===== src/rtl/ddp_defines.vh =====
// Notes on behaviour
// - each group runs byte-wide with optional ninth bit, or 16-bit with optional 18.
// - a group is one strobe pin, one mask pin and up to nine data pins.
// - with parity on, one parity bit per eight data bits, on a chosen pin.
// - mask pin low writes the data, high makes the memory discard it.
// - every strobe and data group has its own mask output.
// - two clock outputs are made: a system clock and a write clock.
// - write clock lags system clock by a quarter period and launches write data.
// - system clock phase launches write strobes, commands and addresses.
// - incoming strobe edges are delayed by a programmable count to centre them.
// - delayed strobe edges clock the capture registers of their data pins; here strobe 0 alone times both groups.
// - read reference is either the two-way strobe or a one-way read clock.
// - interface rated to 167 MHz; 333 Mbps double-rate, 667 Mbps quad-rate.
// - a nine-bit group may run byte-wide, an eighteen-bit group 16-bit.
// - quad-rate write data on group pins halves usable nine and eighteen groups.
// - at most 6 groups on small packages, 14 on large ones.
`ifndef DDP_DEFINES_VH
`define DDP_DEFINES_VH

// ************************************************
// geometry
// ************************************************
`define DDP_GRP_PINS     9
`define DDP_GRP_DATA     8
`define DDP_NGRP         2
`define DDP_PAR_PIN      8
`define DDP_MAX_GRP_SML  6
`define DDP_MAX_GRP_LRG  14

// ************************************************
// rates and timing
// ************************************************
`define DDP_MAX_MHZ      167
`define DDP_DDR_MBPS     333
`define DDP_QDR_MBPS     667
`define DDP_DDR_BEATS    2
`define DDP_QDR_BEATS    4
`define DDP_SYS_MHZ      25
`define DDP_LINK_NS      320
`define DDP_SYS_NS       40
`define DDP_DIV          (`DDP_LINK_NS / `DDP_SYS_NS)
`define DDP_QTR_DIV      4
`define DDP_FIFO_DEPTH   4
`define DDP_DLY_W        4

`endif


===== src/rtl/ddp_fifo.v =====
`timescale 1ns/10ps
`include "ddp_defines.vh"

module ddp_fifo #(
  parameter WIDTH = 40,
  parameter DEPTH = `DDP_FIFO_DEPTH,
  parameter AW    = 2
) (
  input  wire             sys_clk,   // clock
  input  wire             srst,      // sync reset
  input  wire [WIDTH-1:0] in_data,   // fill data
  input  wire             in_valid,  // fill valid
  output reg              in_ready,  // room left
  output wire [WIDTH-1:0] out_data,  // head word
  output reg              out_valid, // not empty
  input  wire             out_ready  // drain
);

  reg  [WIDTH-1:0] mem_r [0:DEPTH-1];
  reg  [AW-1:0]    wp_r;
  reg  [AW-1:0]    rp_r;
  reg  [AW:0]      cnt_r;
  wire             push;
  wire             pop;
  wire [AW:0]      cnt_nxt;

  assign push     = in_valid & in_ready;
  assign pop      = out_valid & out_ready;
  assign cnt_nxt  = cnt_r + {{AW{1'b0}}, push} - {{AW{1'b0}}, pop};
  assign out_data = mem_r[rp_r];

  always @(posedge sys_clk)
  begin
    if (srst)
    begin
      wp_r      <= {AW{1'b0}};
      rp_r      <= {AW{1'b0}};
      cnt_r     <= {(AW+1){1'b0}};
      in_ready  <= 1'b0;
      out_valid <= 1'b0;
    end
    else
    begin
      if (push)
      begin
        mem_r[wp_r] <= in_data;
        wp_r        <= (wp_r == DEPTH - 1) ? {AW{1'b0}} : wp_r + 1'b1;
      end
      if (pop)
        rp_r <= (rp_r == DEPTH - 1) ? {AW{1'b0}} : rp_r + 1'b1;
      cnt_r     <= cnt_nxt;
      in_ready  <= (cnt_nxt != DEPTH);
      out_valid <= (cnt_nxt != {(AW+1){1'b0}});
    end
  end

endmodule // ddp_fifo


===== src/rtl/ddp_phy.v =====
`timescale 1ns/10ps
`include "ddp_defines.vh"

module ddp_phy #(
  parameter DIV     = `DDP_DIV,
  parameter LARGE   = 1'b0,
  parameter NGRP    = `DDP_NGRP,
  parameter DLY_W   = `DDP_DLY_W
) (
  input  wire                   sys_clk,     // system clock, 25 MHz
  input  wire                   srst,        // sync reset, active high
  // user side
  input  wire                   wide_en,     // 16-bit mode, else byte-wide
  input  wire                   ninth_en,    // drive ninth bit of each group
  input  wire                   par_en,      // ninth bit carries parity
  input  wire                   qdr_mode,    // quad-rate mode; only turns the upper group off
  input  wire                   rd_src_sel,  // 0 strobe, 1 read clock
  input  wire [DLY_W-1:0]       rd_dly,      // strobe delay in sys cycles
  input  wire [35:0]            wr_data,     // beat1[35:18], beat0[17:0]
  input  wire [3:0]             wr_mask,     // beat1[3:2], beat0[1:0], per group
  input  wire                   wr_valid,    // write word offered
  output wire                   wr_ready,    // write word taken
  output reg  [35:0]            rd_data_r,   // fall[35:18], rise[17:0]
  output reg                    rd_valid_r,  // read word pulse
  output reg                    grp_cfg_ok_r,// group count and rates within limits
  // memory pins
  output reg                    sys_ck_r,    // system clock out
  output reg                    wr_ck_r,     // write clock out
  output reg  [17:0]            dq_o_r,      // data out
  output reg  [17:0]            dq_oe_r,     // data drive enable
  input  wire [17:0]            dq_i,        // data in
  output reg  [1:0]             dm_r,        // data mask per group
  output reg  [1:0]             dqs_o_r,     // strobe out
  output reg  [1:0]             dqs_oe_r,    // strobe drive enable
  input  wire [1:0]             dqs_i,       // strobe in
  input  wire                   rclk_i       // one-way read clock in
);

  // ************************************************
  // phases of one link period
  // ************************************************
  localparam QTR     = DIV / `DDP_QTR_DIV;
  localparam PH_SR   = 0;
  localparam PH_DR   = QTR;
  localparam PH_SF   = 2 * QTR;
  localparam PH_DF   = 3 * QTR;
  localparam PH_LAST = DIV - 1;
  localparam GRP_MAX = LARGE ? `DDP_MAX_GRP_LRG : `DDP_MAX_GRP_SML;
  localparam ST_IDLE = 1'b0;
  localparam ST_BUSY = 1'b1;

  // ************************************************
  // rate limits
  // ************************************************
  // the pin clock is the system clock divided down; it must stay within
  // the rated clock and the rated per-pin data rates
  localparam PIN_MHZ  = `DDP_SYS_MHZ / DIV;
  localparam DDR_MBPS = `DDP_DDR_BEATS * PIN_MHZ;
  localparam QDR_MBPS = `DDP_QDR_BEATS * PIN_MHZ;
  localparam RATE_OK  = (PIN_MHZ <= `DDP_MAX_MHZ) &&
                        (DDR_MBPS <= `DDP_DDR_MBPS) &&
                        (QDR_MBPS <= `DDP_QDR_MBPS);
  // groups and rates both within limits
  localparam CFG_OK   = (NGRP <= GRP_MAX) && RATE_OK;

  reg  [7:0]   ph_r;
  reg          st_r;
  reg  [35:0]  cur_data_r;
  reg  [3:0]   cur_mask_r;
  wire [39:0]  ff_dout;
  wire         ff_valid;
  wire         ff_pop;
  wire         grp1_on;
  reg  [17:0]  beat_d;
  reg  [1:0]   beat_m;
  reg  [17:0]  oe_pat;

  // ************************************************
  // write buffer
  // ************************************************
  assign ff_pop = (ph_r == PH_LAST);

  ddp_fifo #(
    .WIDTH (40),
    .DEPTH (`DDP_FIFO_DEPTH),
    .AW    (2)
  ) u_fifo (
    .sys_clk   (sys_clk),
    .srst      (srst),
    .in_data   ({wr_mask, wr_data}),
    .in_valid  (wr_valid),
    .in_ready  (wr_ready),
    .out_data  (ff_dout),
    .out_valid (ff_valid),
    .out_ready (ff_pop)
  );

  // ************************************************
  // group configuration
  // ************************************************
  // upper group only in 16-bit mode, and lost when quad-rate halves the count
  assign grp1_on = wide_en & ~qdr_mode;

  always @*
  begin
    oe_pat        = 18'h00000;
    oe_pat[7:0]   = 8'hff;
    oe_pat[8]     = ninth_en | par_en;
    oe_pat[16:9]  = grp1_on ? 8'hff : 8'h00;
    oe_pat[17]    = grp1_on & (ninth_en | par_en);
  end

  // beat select with optional parity on the ninth pin of each group
  always @*
  begin
    beat_d = (ph_r < PH_SF) ? cur_data_r[17:0] : cur_data_r[35:18];
    beat_m = (ph_r < PH_SF) ? cur_mask_r[1:0] : cur_mask_r[3:2];
    if (par_en)
    begin
      beat_d[`DDP_PAR_PIN]     = ^beat_d[7:0];
      beat_d[`DDP_PAR_PIN + 9] = ^beat_d[16:9];
    end
  end

  // ************************************************
  // clock outputs and write launch
  // ************************************************
  always @(posedge sys_clk)
  begin
    if (srst)
    begin
      ph_r         <= 8'h00;
      st_r         <= ST_IDLE;
      cur_data_r   <= 36'h000000000;
      cur_mask_r   <= 4'hf;
      sys_ck_r     <= 1'b0;
      wr_ck_r      <= 1'b0;
      dq_o_r       <= 18'h00000;
      dq_oe_r      <= 18'h00000;
      dm_r         <= 2'h3;
      dqs_o_r      <= 2'h0;
      dqs_oe_r     <= 2'h0;
      grp_cfg_ok_r <= 1'b0;
    end
    else
    begin
      ph_r <= (ph_r == PH_LAST) ? 8'h00 : ph_r + 8'h01;
      grp_cfg_ok_r <= CFG_OK;
      // two clocks, the write clock a quarter period behind
      sys_ck_r <= (ph_r >= PH_SR) && (ph_r < PH_SF);
      wr_ck_r  <= (ph_r >= PH_DR) && (ph_r < PH_DF);
      case (st_r)
        ST_IDLE:
        begin
          dqs_oe_r <= 2'h0;
          dq_oe_r  <= 18'h00000;
          dm_r     <= 2'h3;
          if (ff_pop && ff_valid)
          begin
            cur_data_r <= ff_dout[35:0];
            cur_mask_r <= ff_dout[39:36];
            st_r       <= ST_BUSY;
          end
        end
        ST_BUSY:
        begin
          // strobes on the system clock phase
          if (ph_r == PH_SR)
          begin
            dqs_oe_r <= {grp1_on, 1'b1};
            dqs_o_r  <= {grp1_on, 1'b1};
          end
          if (ph_r == PH_SF)
            dqs_o_r <= 2'h0;
          // data and mask on the write clock phase
          if ((ph_r == PH_DR) || (ph_r == PH_DF))
          begin
            dq_o_r  <= beat_d;
            dq_oe_r <= oe_pat;
            dm_r    <= {beat_m[1] | ~grp1_on, beat_m[0]};
          end
          if (ff_pop)
          begin
            if (ff_valid)
            begin
              cur_data_r <= ff_dout[35:0];
              cur_mask_r <= ff_dout[39:36];
            end
            else
              st_r <= ST_IDLE;
          end
        end
        default:
          st_r <= ST_IDLE;
      endcase
    end
  end

  // ************************************************
  // read reference and data synchronisers
  // ************************************************
  reg  [2:0]   strb_s_r;
  reg  [2:0]   rclk_s_r;
  reg  [17:0]  dq_s1_r;
  reg  [17:0]  dq_s2_r;
  reg  [17:0]  dq_s3_r;
  reg          ref_lvl_r;
  wire         ref_s2;
  wire         ref_s3;
  wire         ref_edge;

  always @(posedge sys_clk)
  begin
    if (srst)
    begin
      strb_s_r <= 3'h0;
      rclk_s_r <= 3'h0;
    end
    else
    begin
      strb_s_r <= {strb_s_r[1:0], dqs_i[0]};
      rclk_s_r <= {rclk_s_r[1:0], rclk_i};
    end
  end

  // ************************************************
  // data synchroniser
  // ************************************************
  // same depth as the reference path, so a delayed edge
  // sees the data that stood beside it at the pins
  always @(posedge sys_clk)
  begin
    if (srst)
    begin
      dq_s1_r  <= 18'h00000;
      dq_s2_r  <= 18'h00000;
      dq_s3_r  <= 18'h00000;
    end
    else
    begin
      dq_s1_r  <= dq_i;
      dq_s2_r  <= dq_s1_r;
      dq_s3_r  <= dq_s2_r;
    end
  end

  // reference is the two-way strobe or the read clock
  assign ref_s2   = rd_src_sel ? rclk_s_r[1] : strb_s_r[1];
  assign ref_s3   = rd_src_sel ? rclk_s_r[2] : strb_s_r[2];
  assign ref_edge = (ref_s2 == ref_s3) && (ref_s3 != ref_lvl_r);

  // ************************************************
  // delayed capture on both edges
  // ************************************************
  reg  [DLY_W-1:0] dly_cnt_r;
  reg              dly_busy_r;
  reg              dly_fall_r;
  reg  [17:0]      cap_rise_r;
  wire             dly_hit;

  assign dly_hit = dly_busy_r && (dly_cnt_r == rd_dly);

  always @(posedge sys_clk)
  begin
    if (srst)
    begin
      ref_lvl_r  <= 1'b0;
      dly_cnt_r  <= {DLY_W{1'b0}};
      dly_busy_r <= 1'b0;
      dly_fall_r <= 1'b0;
      cap_rise_r <= 18'h00000;
      rd_data_r  <= 36'h000000000;
      rd_valid_r <= 1'b0;
    end
    else
    begin
      rd_valid_r <= 1'b0;
      if (ref_edge)
      begin
        ref_lvl_r  <= ref_s3;
        dly_busy_r <= 1'b1;
        dly_fall_r <= ~ref_s3;
        dly_cnt_r  <= {DLY_W{1'b0}};
      end
      else if (dly_busy_r && !dly_hit)
        dly_cnt_r <= dly_cnt_r + 1'b1;
      // delayed edge clocks the capture registers
      if (dly_hit && !ref_edge)
      begin
        dly_busy_r <= 1'b0;
        if (!dly_fall_r)
          cap_rise_r <= dq_s3_r;
        else
        begin
          rd_data_r[17:0]  <= grp1_on ? cap_rise_r : {9'h000, cap_rise_r[8:0]};
          rd_data_r[35:18] <= grp1_on ? dq_s3_r : {9'h000, dq_s3_r[8:0]};
          rd_valid_r       <= 1'b1;
        end
      end
    end
  end

endmodule // ddp_phy

===== config.mk =====
export PLATFORM = sky130hd
export DESIGN_NAME = ddp_phy
export DESIGN_NICKNAME = d
export VERILOG_FILES = /design/src/rtl/ddp_fifo.v /design/src/rtl/ddp_phy.v
export VERILOG_INCLUDE_DIRS = /design/src /design/src/rtl
export SDC_FILE = /design/constraint.sdc
export NUM_CORES = 1
export LEC_CHECK = 0
export ABC_AREA = 1
export BUFFER_PORTS_ARGS = -buffer_cell sky130_fd_sc_hd__buf_2
export CAP_MARGIN = 20
export CORE_MARGIN = 2
export CORE_UTILIZATION = 45
export CTS_CLUSTER_DIAMETER = 40
export CTS_CLUSTER_SIZE = 40
export DETAILED_ROUTE_END_ITERATION = 12
export GPL_TIMING_DRIVEN = 1
export HOLD_SLACK_MARGIN = 0.12
export PLACE_DENSITY_LB_ADDON = 0.1
export SLEW_MARGIN = 30
export SYNTH_ARGS = -nofsm -noshare
export SYNTH_HDL_FRONTEND = slang
export SYNTH_HIERARCHICAL = 1
export SYNTH_SLANG_ARGS = --single-unit

===== constraint.sdc =====
create_clock -name sys_clk -period 3.2 [get_ports sys_clk]
set_input_delay 0.64 -clock sys_clk [delete_from_list [all_inputs] [get_ports sys_clk]]
set_output_delay 0.64 -clock sys_clk [all_outputs]
set_load 0.02 [all_outputs]

After elaboration in Yosys (flattened, before gate mapping)
Memories as Yosys holds them, arrays and structs flattened. A register that Yosys moved wholly into a read port is not among the register bits.
Cells that the tools add are included.
{ "classes": {"n_addsub": 6, "n_lt_le_gt_ge": 3, "n_eq_ne": 15, "mux": 37, "bitwise": 12, "reduce_logical": 23} }
{ "ops": {"columns": ["op", "n"], "rows": [
  ["36-bit 2-to-1 mux", 3],
  ["18-bit 2-to-1 mux", 4],
  ["36-bit case mux with 2 select lines", 1],
  ["18-bit case mux with 2 select lines", 1],
  ["8-bit by 3-bit == test with 1-bit output, second input constant", 3],
  ["8-bit by 3-bit < comparator with 1-bit output, second input constant", 2],
  ["2-bit 2-to-1 mux", 8],
  ["8-bit parity", 2],
  ["1-bit 2-to-1 mux", 12],
  ["4-bit 2-to-1 mux", 3],
  ["8-bit by 1-bit adder with 8-bit output, second input constant", 1],
  ["8-bit by 2-bit == test with 1-bit output, second input constant", 1],
  ["8-bit by 2-bit >= comparator with 1-bit output, second input constant", 1],
  ["8-bit zero test", 1],
  ["8-bit 2-to-1 mux", 1],
  ["2-bit by 1-bit inequality test with 1-bit output, second input constant", 4],
  ["2-bit case mux with 2 select lines", 2],
  ["4-bit case mux with 2 select lines", 1],
  ["2-bit AND reduction", 4],
  ["2-bit OR reduction", 4],
  ["1-bit logical AND", 6],
  ["1-bit inverter", 6],
  ["2-bit by 1-bit adder with 2-bit output, second input constant", 2],
  ["4-bit by 1-bit adder with 4-bit output, second input constant", 1],
  ["other kinds (16)", 22]
]} }
{ "word_totals": {"register_bits": 225, "mem_bits_rw": 160, "mem_count": 1} }
{ "memory_table": {"columns": ["name", "words", "width", "read_ports", "rd_ports_with_merged_regs", "wr", "line", "rtl"], "rows": [
  ["u_fifo.mem_r", 4, 40, 1, 1, 1, "ddp_fifo.v:19", "reg [WIDTH-1:0] mem_r [0:DEPTH-1];"]
]} }

Depth between registers and ports, before layout
{ "logic_depth": {"depth_word": 7, "ltp_mapped": 14} }

Modules after synthesis
The synthesis kept the hierarchy.
{ "modules_own_cells": {"columns": ["mod", "instances", "cells_each", "area_per_inst_um2", "seq_area_each_um2"], "rows": [
  ["ddp_phy", 1, 1001, 7780.0, 4043.9],
  ["ddp_fifo", 1, 457, 6570.1, 5024.8]
]} }

Worst setup path after synthesis
OpenSTA, ideal clock, no wires.
{ "synth_path": {"kind": "input-to-reg", "from": "in wr_valid", "to": "mem u_fifo.mem_r[0][0], enable pin", "setup_ns": 0.437, "t_arrival_ns": 2.609, "t_required_ns": 2.763, "slack_ns": 0.153, "path_stages": 4, "n_path_buf": 0, "cell_sequence": "nand2_1 -> inv_1 -> nand2_1 -> nor2_1"} }
{ "synth_between": {"elab_chain_len": 4} }
{ "synth_rtl": {"columns": ["item", "line", "rtl"], "rows": [
  ["start: declaration", "ddp_phy.v:21", "input wire wr_valid,"],
  ["1-bit AND", "ddp_fifo.v:27", "assign push = in_valid & in_ready;"],
  ["1-bit 2-to-1 mux", "ddp_fifo.v:44", "if (push)"],
  ["1-bit 2-to-1 mux", "ddp_fifo.v:34", "if (srst)"],
  ["1-bit 2-to-1 mux (not written as such)", "ddp_fifo.v:46", "mem_r[wp_r] <= in_data;"],
  ["end: declaration", "ddp_fifo.v:19", null]
]} }
No other way between the ends.

Worst setup path after layout
{ "layout_path": {"from": "reg ph_r[0]", "to": "reg u_fifo.out_valid"} }
{ "layout_between": {"elab_chain_len": 4} }
{ "layout_rtl": {"columns": ["item", "line", "rtl"], "rows": [
  ["start: declaration", "ddp_phy.v:66", "reg [7:0] ph_r;"],
  ["start signal: assignment", "ddp_phy.v:147", "ph_r <= (ph_r == PH_LAST) ? 8'h00 : ph_r + 8'h01;"],
  ["8-bit by 3-bit == test with 1-bit output", "ddp_phy.v:81", "assign ff_pop = (ph_r == PH_LAST);"],
  ["via ff_pop", "ddp_phy.v:72", "wire ff_pop;"],
  ["1-bit AND", "ddp_fifo.v:28", "assign pop = out_valid & out_ready;"],
  ["3-bit by 1-bit subtractor with 3-bit output", "ddp_fifo.v:29", "assign cnt_nxt = cnt_r + {{AW{1'b0}}, push} - {{AW{1'b0}}, pop};"],
  ["via u_fifo.cnt_nxt[1]", "ddp_fifo.v:25", "wire [AW:0] cnt_nxt;"],
  ["3-bit nonzero test", "ddp_fifo.v:53", "out_valid <= (cnt_nxt != {(AW+1){1'b0}});"],
  ["end signal: assignment", "ddp_fifo.v:53", null],
  ["end: declaration", "ddp_fifo.v:15", "output reg out_valid,"]
]} }
The timed path passes the listed nets, and every way through them passes these cells.
A chain may end at the register's enable or synchronous reset.

==> summary.txt <==
Outcome
  – Status: finished clean

Min path
  – Hold Path End: u_fifo/mem_r[0][29]
  – HP Class: in2reg
  – Min-delay src: wr_data[29]
  – Hold Path Stages: 1

Pwr
  – Pleak: 6.978 nW
  – Power Dens Cells: 667.1 nW/µm²
  – Worst IR drop on VDD: around 0.45 mV

Detailed routing
  – Final wirelength: 30700 µm
  – Pre-antenna DRT Iters: 4
  – Drt wl/cell: 15.08 µm
  – DRT iter0 DRCs: ~570
  – Vias per std cell: 4.937
  – Via count: about 10000
  – Final routed DRC violation total: 0
  – Routed Antenna Nets: 0

Clocking
  – H-tree Lvls: 2
  – Postcts setup bufs: 0
  – Clock Root Buffer: clkbuf_16
  – Clock Pin Slew Worst Setup and Hold Paths: 0.06 ns
  – Num CTS Buffers: 48
  – Num Clock Sinks: about 370
  – Clock tree buffer depth: 3
  – Worst skew pair latency: ~0.55 ns
  – Post-CTS Resized: 0
  – CTS tree: built
  – CTS hold repair buffers: 0

STA
  – Max Slew Vio Count: 0
  – Slew @ Worst Pin: roughly 0.8 ns
  – Final Cycle Share: 0.8025
  – Setup Skew: 0.03500 ns
  – Slew margin rel.: 0.4750
  – Finish-stage setup viols: 0
  – RSZ-0062 raised after global routing: no
  – Final Critical Period: between 2 and 3 ns
  – Final hold vios: 0
  – Setup tns final: 0 ns
  – Max Fclk: a little under 0.4 GHz

Final layout
  – Area Growth Syn to Fin: 17.99%
  – Fin nets: 1676
  – Area of the multi-input gates: 4131 µm²
  – Design area: 16930 µm²
  – Share of cells above drive strength 1: 0.1919
  – Reg area: ~9000 µm²
  – Fill cells: around 2900

Floorplan
  – Die Y-Extent: 182.6 µm
  – Site row count: 65
  – Core area: 31470 µm²
  – Starting Density: 0.4559
  – I/O pin cnt: 156
  – Chip Width: 182.6 µm
  – DIE AREA: 33330 µm²

Global route
  – First-pass GRT wire length: 49380 µm
  – Initial antenna violation count: 5
  – Global route overflow: 0
  – Largest net degree at the start of global routing: a little over 80
  – GR Util All Layers: 0.1869
  – Number of global-route vias before repair: 9326

Synth
  – Post-synthesis instance total: around 1500
  – Synth Cell Area: roughly 14000 µm²
  – Synth warn: 6
  – Synth Register Bits: roughly 370
  – Net Count, Synth: 1541
  – Sequential area share after synthesis: 0.6320
  – Post-synthesis cell type count: 40
  – Syn Area/Cell: 9.842 µm²

Critical path
  – Startpoint types: register
  – CP Capture Type: register
  – CP arrival: 2.98 ns
  – R2R depth: 13
  – CP required: between 3 and 4 ns
  – Crit path kind: reg2reg
  – Reg-to-reg setup timing slack: about 0.63 ns
  – CP Max Fanout: 4
  – RR Endpoint: u_fifo/out_valid
  – FF-to-FF Start: ph_r[0]

Place
  – Placed instance area: around 15000 µm²
  – GP Congestion: about 0.75
  – Dpl hpwl: 18900 µm
  – IO Port Bufs: roughly 150

Flow run
  – Max-cap violations: 0
-- synth_stat cells --
library cell,n,area share
buf_12,4,0.0056
o21ai_1,73,0.025
inv_8,1,0.00078
inv_2,7,0.0018
nor2_2,1,0.00044
nand4_1,9,0.0039
a211oi_1,1,0.00052
fa_1,1,0.0014
and3_1,1,0.00044
edfxtp_1,160,0.33
nor2_1,279,0.073
dfxtp_1,213,0.30
o22ai_1,43,0.019
buf_2,15,0.0052
nor2_4,5,0.0039
o21a_1,1,0.00052
nand3_4,1,0.0012
nand2_1,180,0.047
nor3_1,3,0.0010
inv_12,1,0.0011
nand2_2,6,0.0026
buf_1,1,0.00026
buf_8,5,0.0052
o211ai_1,1,0.00052
buf_4,22,0.012
o21ai_2,12,0.0073
inv_6,1,0.00061
or2_2,1,0.00044
nand3_2,10,0.0070
ha_1,9,0.0078
buf_6,12,0.0094
nor3_2,2,0.0014
nor3b_1,2,0.0010
inv_1,128,0.033
nor2_8,2,0.0028
a21oi_1,59,0.021
o21ai_0,134,0.047
clkbuf_1,28,0.0073
xnor2_1,5,0.0031
nand3_1,19,0.0066
-- worst max-delay path: stages, from the launching register on --
cell and delay, ns:
dfxtp_1 0.37, ha_1 0.18, nand2_1 0.10, nor3_2 0.42, nand2_1 0.20, inv_1 0.13
nand2_1 0.10, nand2_1 0.08, ha_1 0.15, fa_1 0.41, inv_1 0.07, nor2_1 0.04
nor2_1 0.13, nand2_1 0.07
-- report_power, final --
| group | switching [mW] | internal, mW | total (mW) |
|---|---|---|---|
| Combinational | 0.364 | 0.168 | 0.532 |
| Sequential | 0.0522 | 5.12 | 5.17 |
| Clock | 2.04 | 3.55 | 5.59 |
-- final cells by class --
type	count	share of cell area
inverters	138	0.03215
well taps	402	0.02971
multi-input cells	860	0.2440
repair buffers	172	0.05720
flip-flops and latches	373	0.5358
clock buffers	55	0.07560
clock inverters	33	0.02505
diodes	3	0.0004434
-- cell families (layout without fill, tap and decap cells) --
family                   after synthesis  in the layout  synth area share
flip-flops                           373            373            0.6320
buffers and inverters                225            398           0.08240
other                                  0              3                 0
XOR/XNOR                               5              5          0.003052
AO/OA/AOI/OAI                        324            324            0.1204
adder cells (fa/ha/maj)               10             10          0.009243
AND/OR/NAND/NOR                      521            521            0.1529
-- registers in the layout, summed over array words and instances (netlist names), 2 cells and up, named ones only --
register	cells
u_fifo/mem_r	160
cur_data_r	36
rd_data_r	36
cap_rise_r	18
dq_o_r	18
dq_s1_r	18
dq_s2_r	18
dq_s3_r	18
ph_r	8
cur_mask_r	4
dly_cnt_r	4
dq_oe_r	4
rclk_s_r	3
strb_s_r	3
u_fifo/cnt_r	3
dm_r	2
dqs_o_r	2
dqs_oe_r	2
u_fifo/rp_r	2
u_fifo/wp_r	2
-- cell usage in the layout, fill, tap and decap left out, types with 2 or more instances in the layout --
cell type | Yosys | final
buf_2 | 15 | 154
o21ai_2 | 12 | 12
nor3_1 | 3 | 3
xnor2_1 | 5 | 5
clkinvlp_4 | 0 | 8
o22ai_1 | 43 | 43
nand3_2 | 10 | 10
nand4_1 | 9 | 9
inv_6 | 1 | 6
nor2_1 | 279 | 274
nor3_2 | 2 | 2
clkbuf_16 | 0 | 50
ha_1 | 9 | 9
nand2_2 | 6 | 6
inv_1 | 128 | 127
nor2_4 | 5 | 9
bufinv_16 | 0 | 8
nor3b_1 | 2 | 2
o21ai_1 | 73 | 73
nand2_1 | 180 | 180
nor2_2 | 1 | 2
buf_12 | 4 | 5
edfxtp_1 | 160 | 160
o21ai_0 | 134 | 134
a21oi_1 | 59 | 59
buf_4 | 22 | 13
nor2_8 | 2 | 2
clkinv_4 | 0 | 5
diode_2 | 0 | 3
clkbuf_1 | 28 | 4
clkinv_2 | 0 | 7
inv_2 | 7 | 7
dfxtp_1 | 213 | 212
nand3_1 | 19 | 19
-- worst max-delay path by stage --
stage	from	end	depth (start not counted)
after floorplan	wr_valid	u_fifo/mem_r[0][0]	4
after global routing	ph_r[0]	u_fifo/in_ready	13
after global placement	ph_r[0]	u_fifo/in_ready	13
after detailed placement	ph_r[0]	u_fifo/out_valid	13
after CTS	ph_r[0]	u_fifo/out_valid	13
final	ph_r[0]	u_fifo/out_valid	13
-- metal layers --
metal | routed length, µm | part of all wire | vias to the layer above | global-route usage
met4 | 593 | 0.019 | 4 | 0.05548
met3 | 1668 | 0.054 | 52 | 0.03652
met1 | 14870 | 0.48 | 4686 | 0.2670
met5 | 33 | 0.0011 | - | 0
met2 | 13540 | 0.44 | 209 | 0.2890
li1 | - | - | 5101 | -
-- metrics by stage --
stage          total power, mW  setup slack, ns  utilization  hold slack (ns)  instances
4_1_cts                  11.42           0.5794       0.5376           0.2760       2033
5_1_grt                  11.70           0.3066       0.5378           0.2839       2034
3_3_place_gp             5.809           0.6394       0.4835           0.3883       1945
2_1_floorplan            5.597           0.1533            -           0.3883       1458
6_report                 11.30           0.6321       0.5379           0.2986       2036
3_5_place_dp             5.813           0.6227       0.4835           0.3920       1945
(Power assumes the default switching activity.)
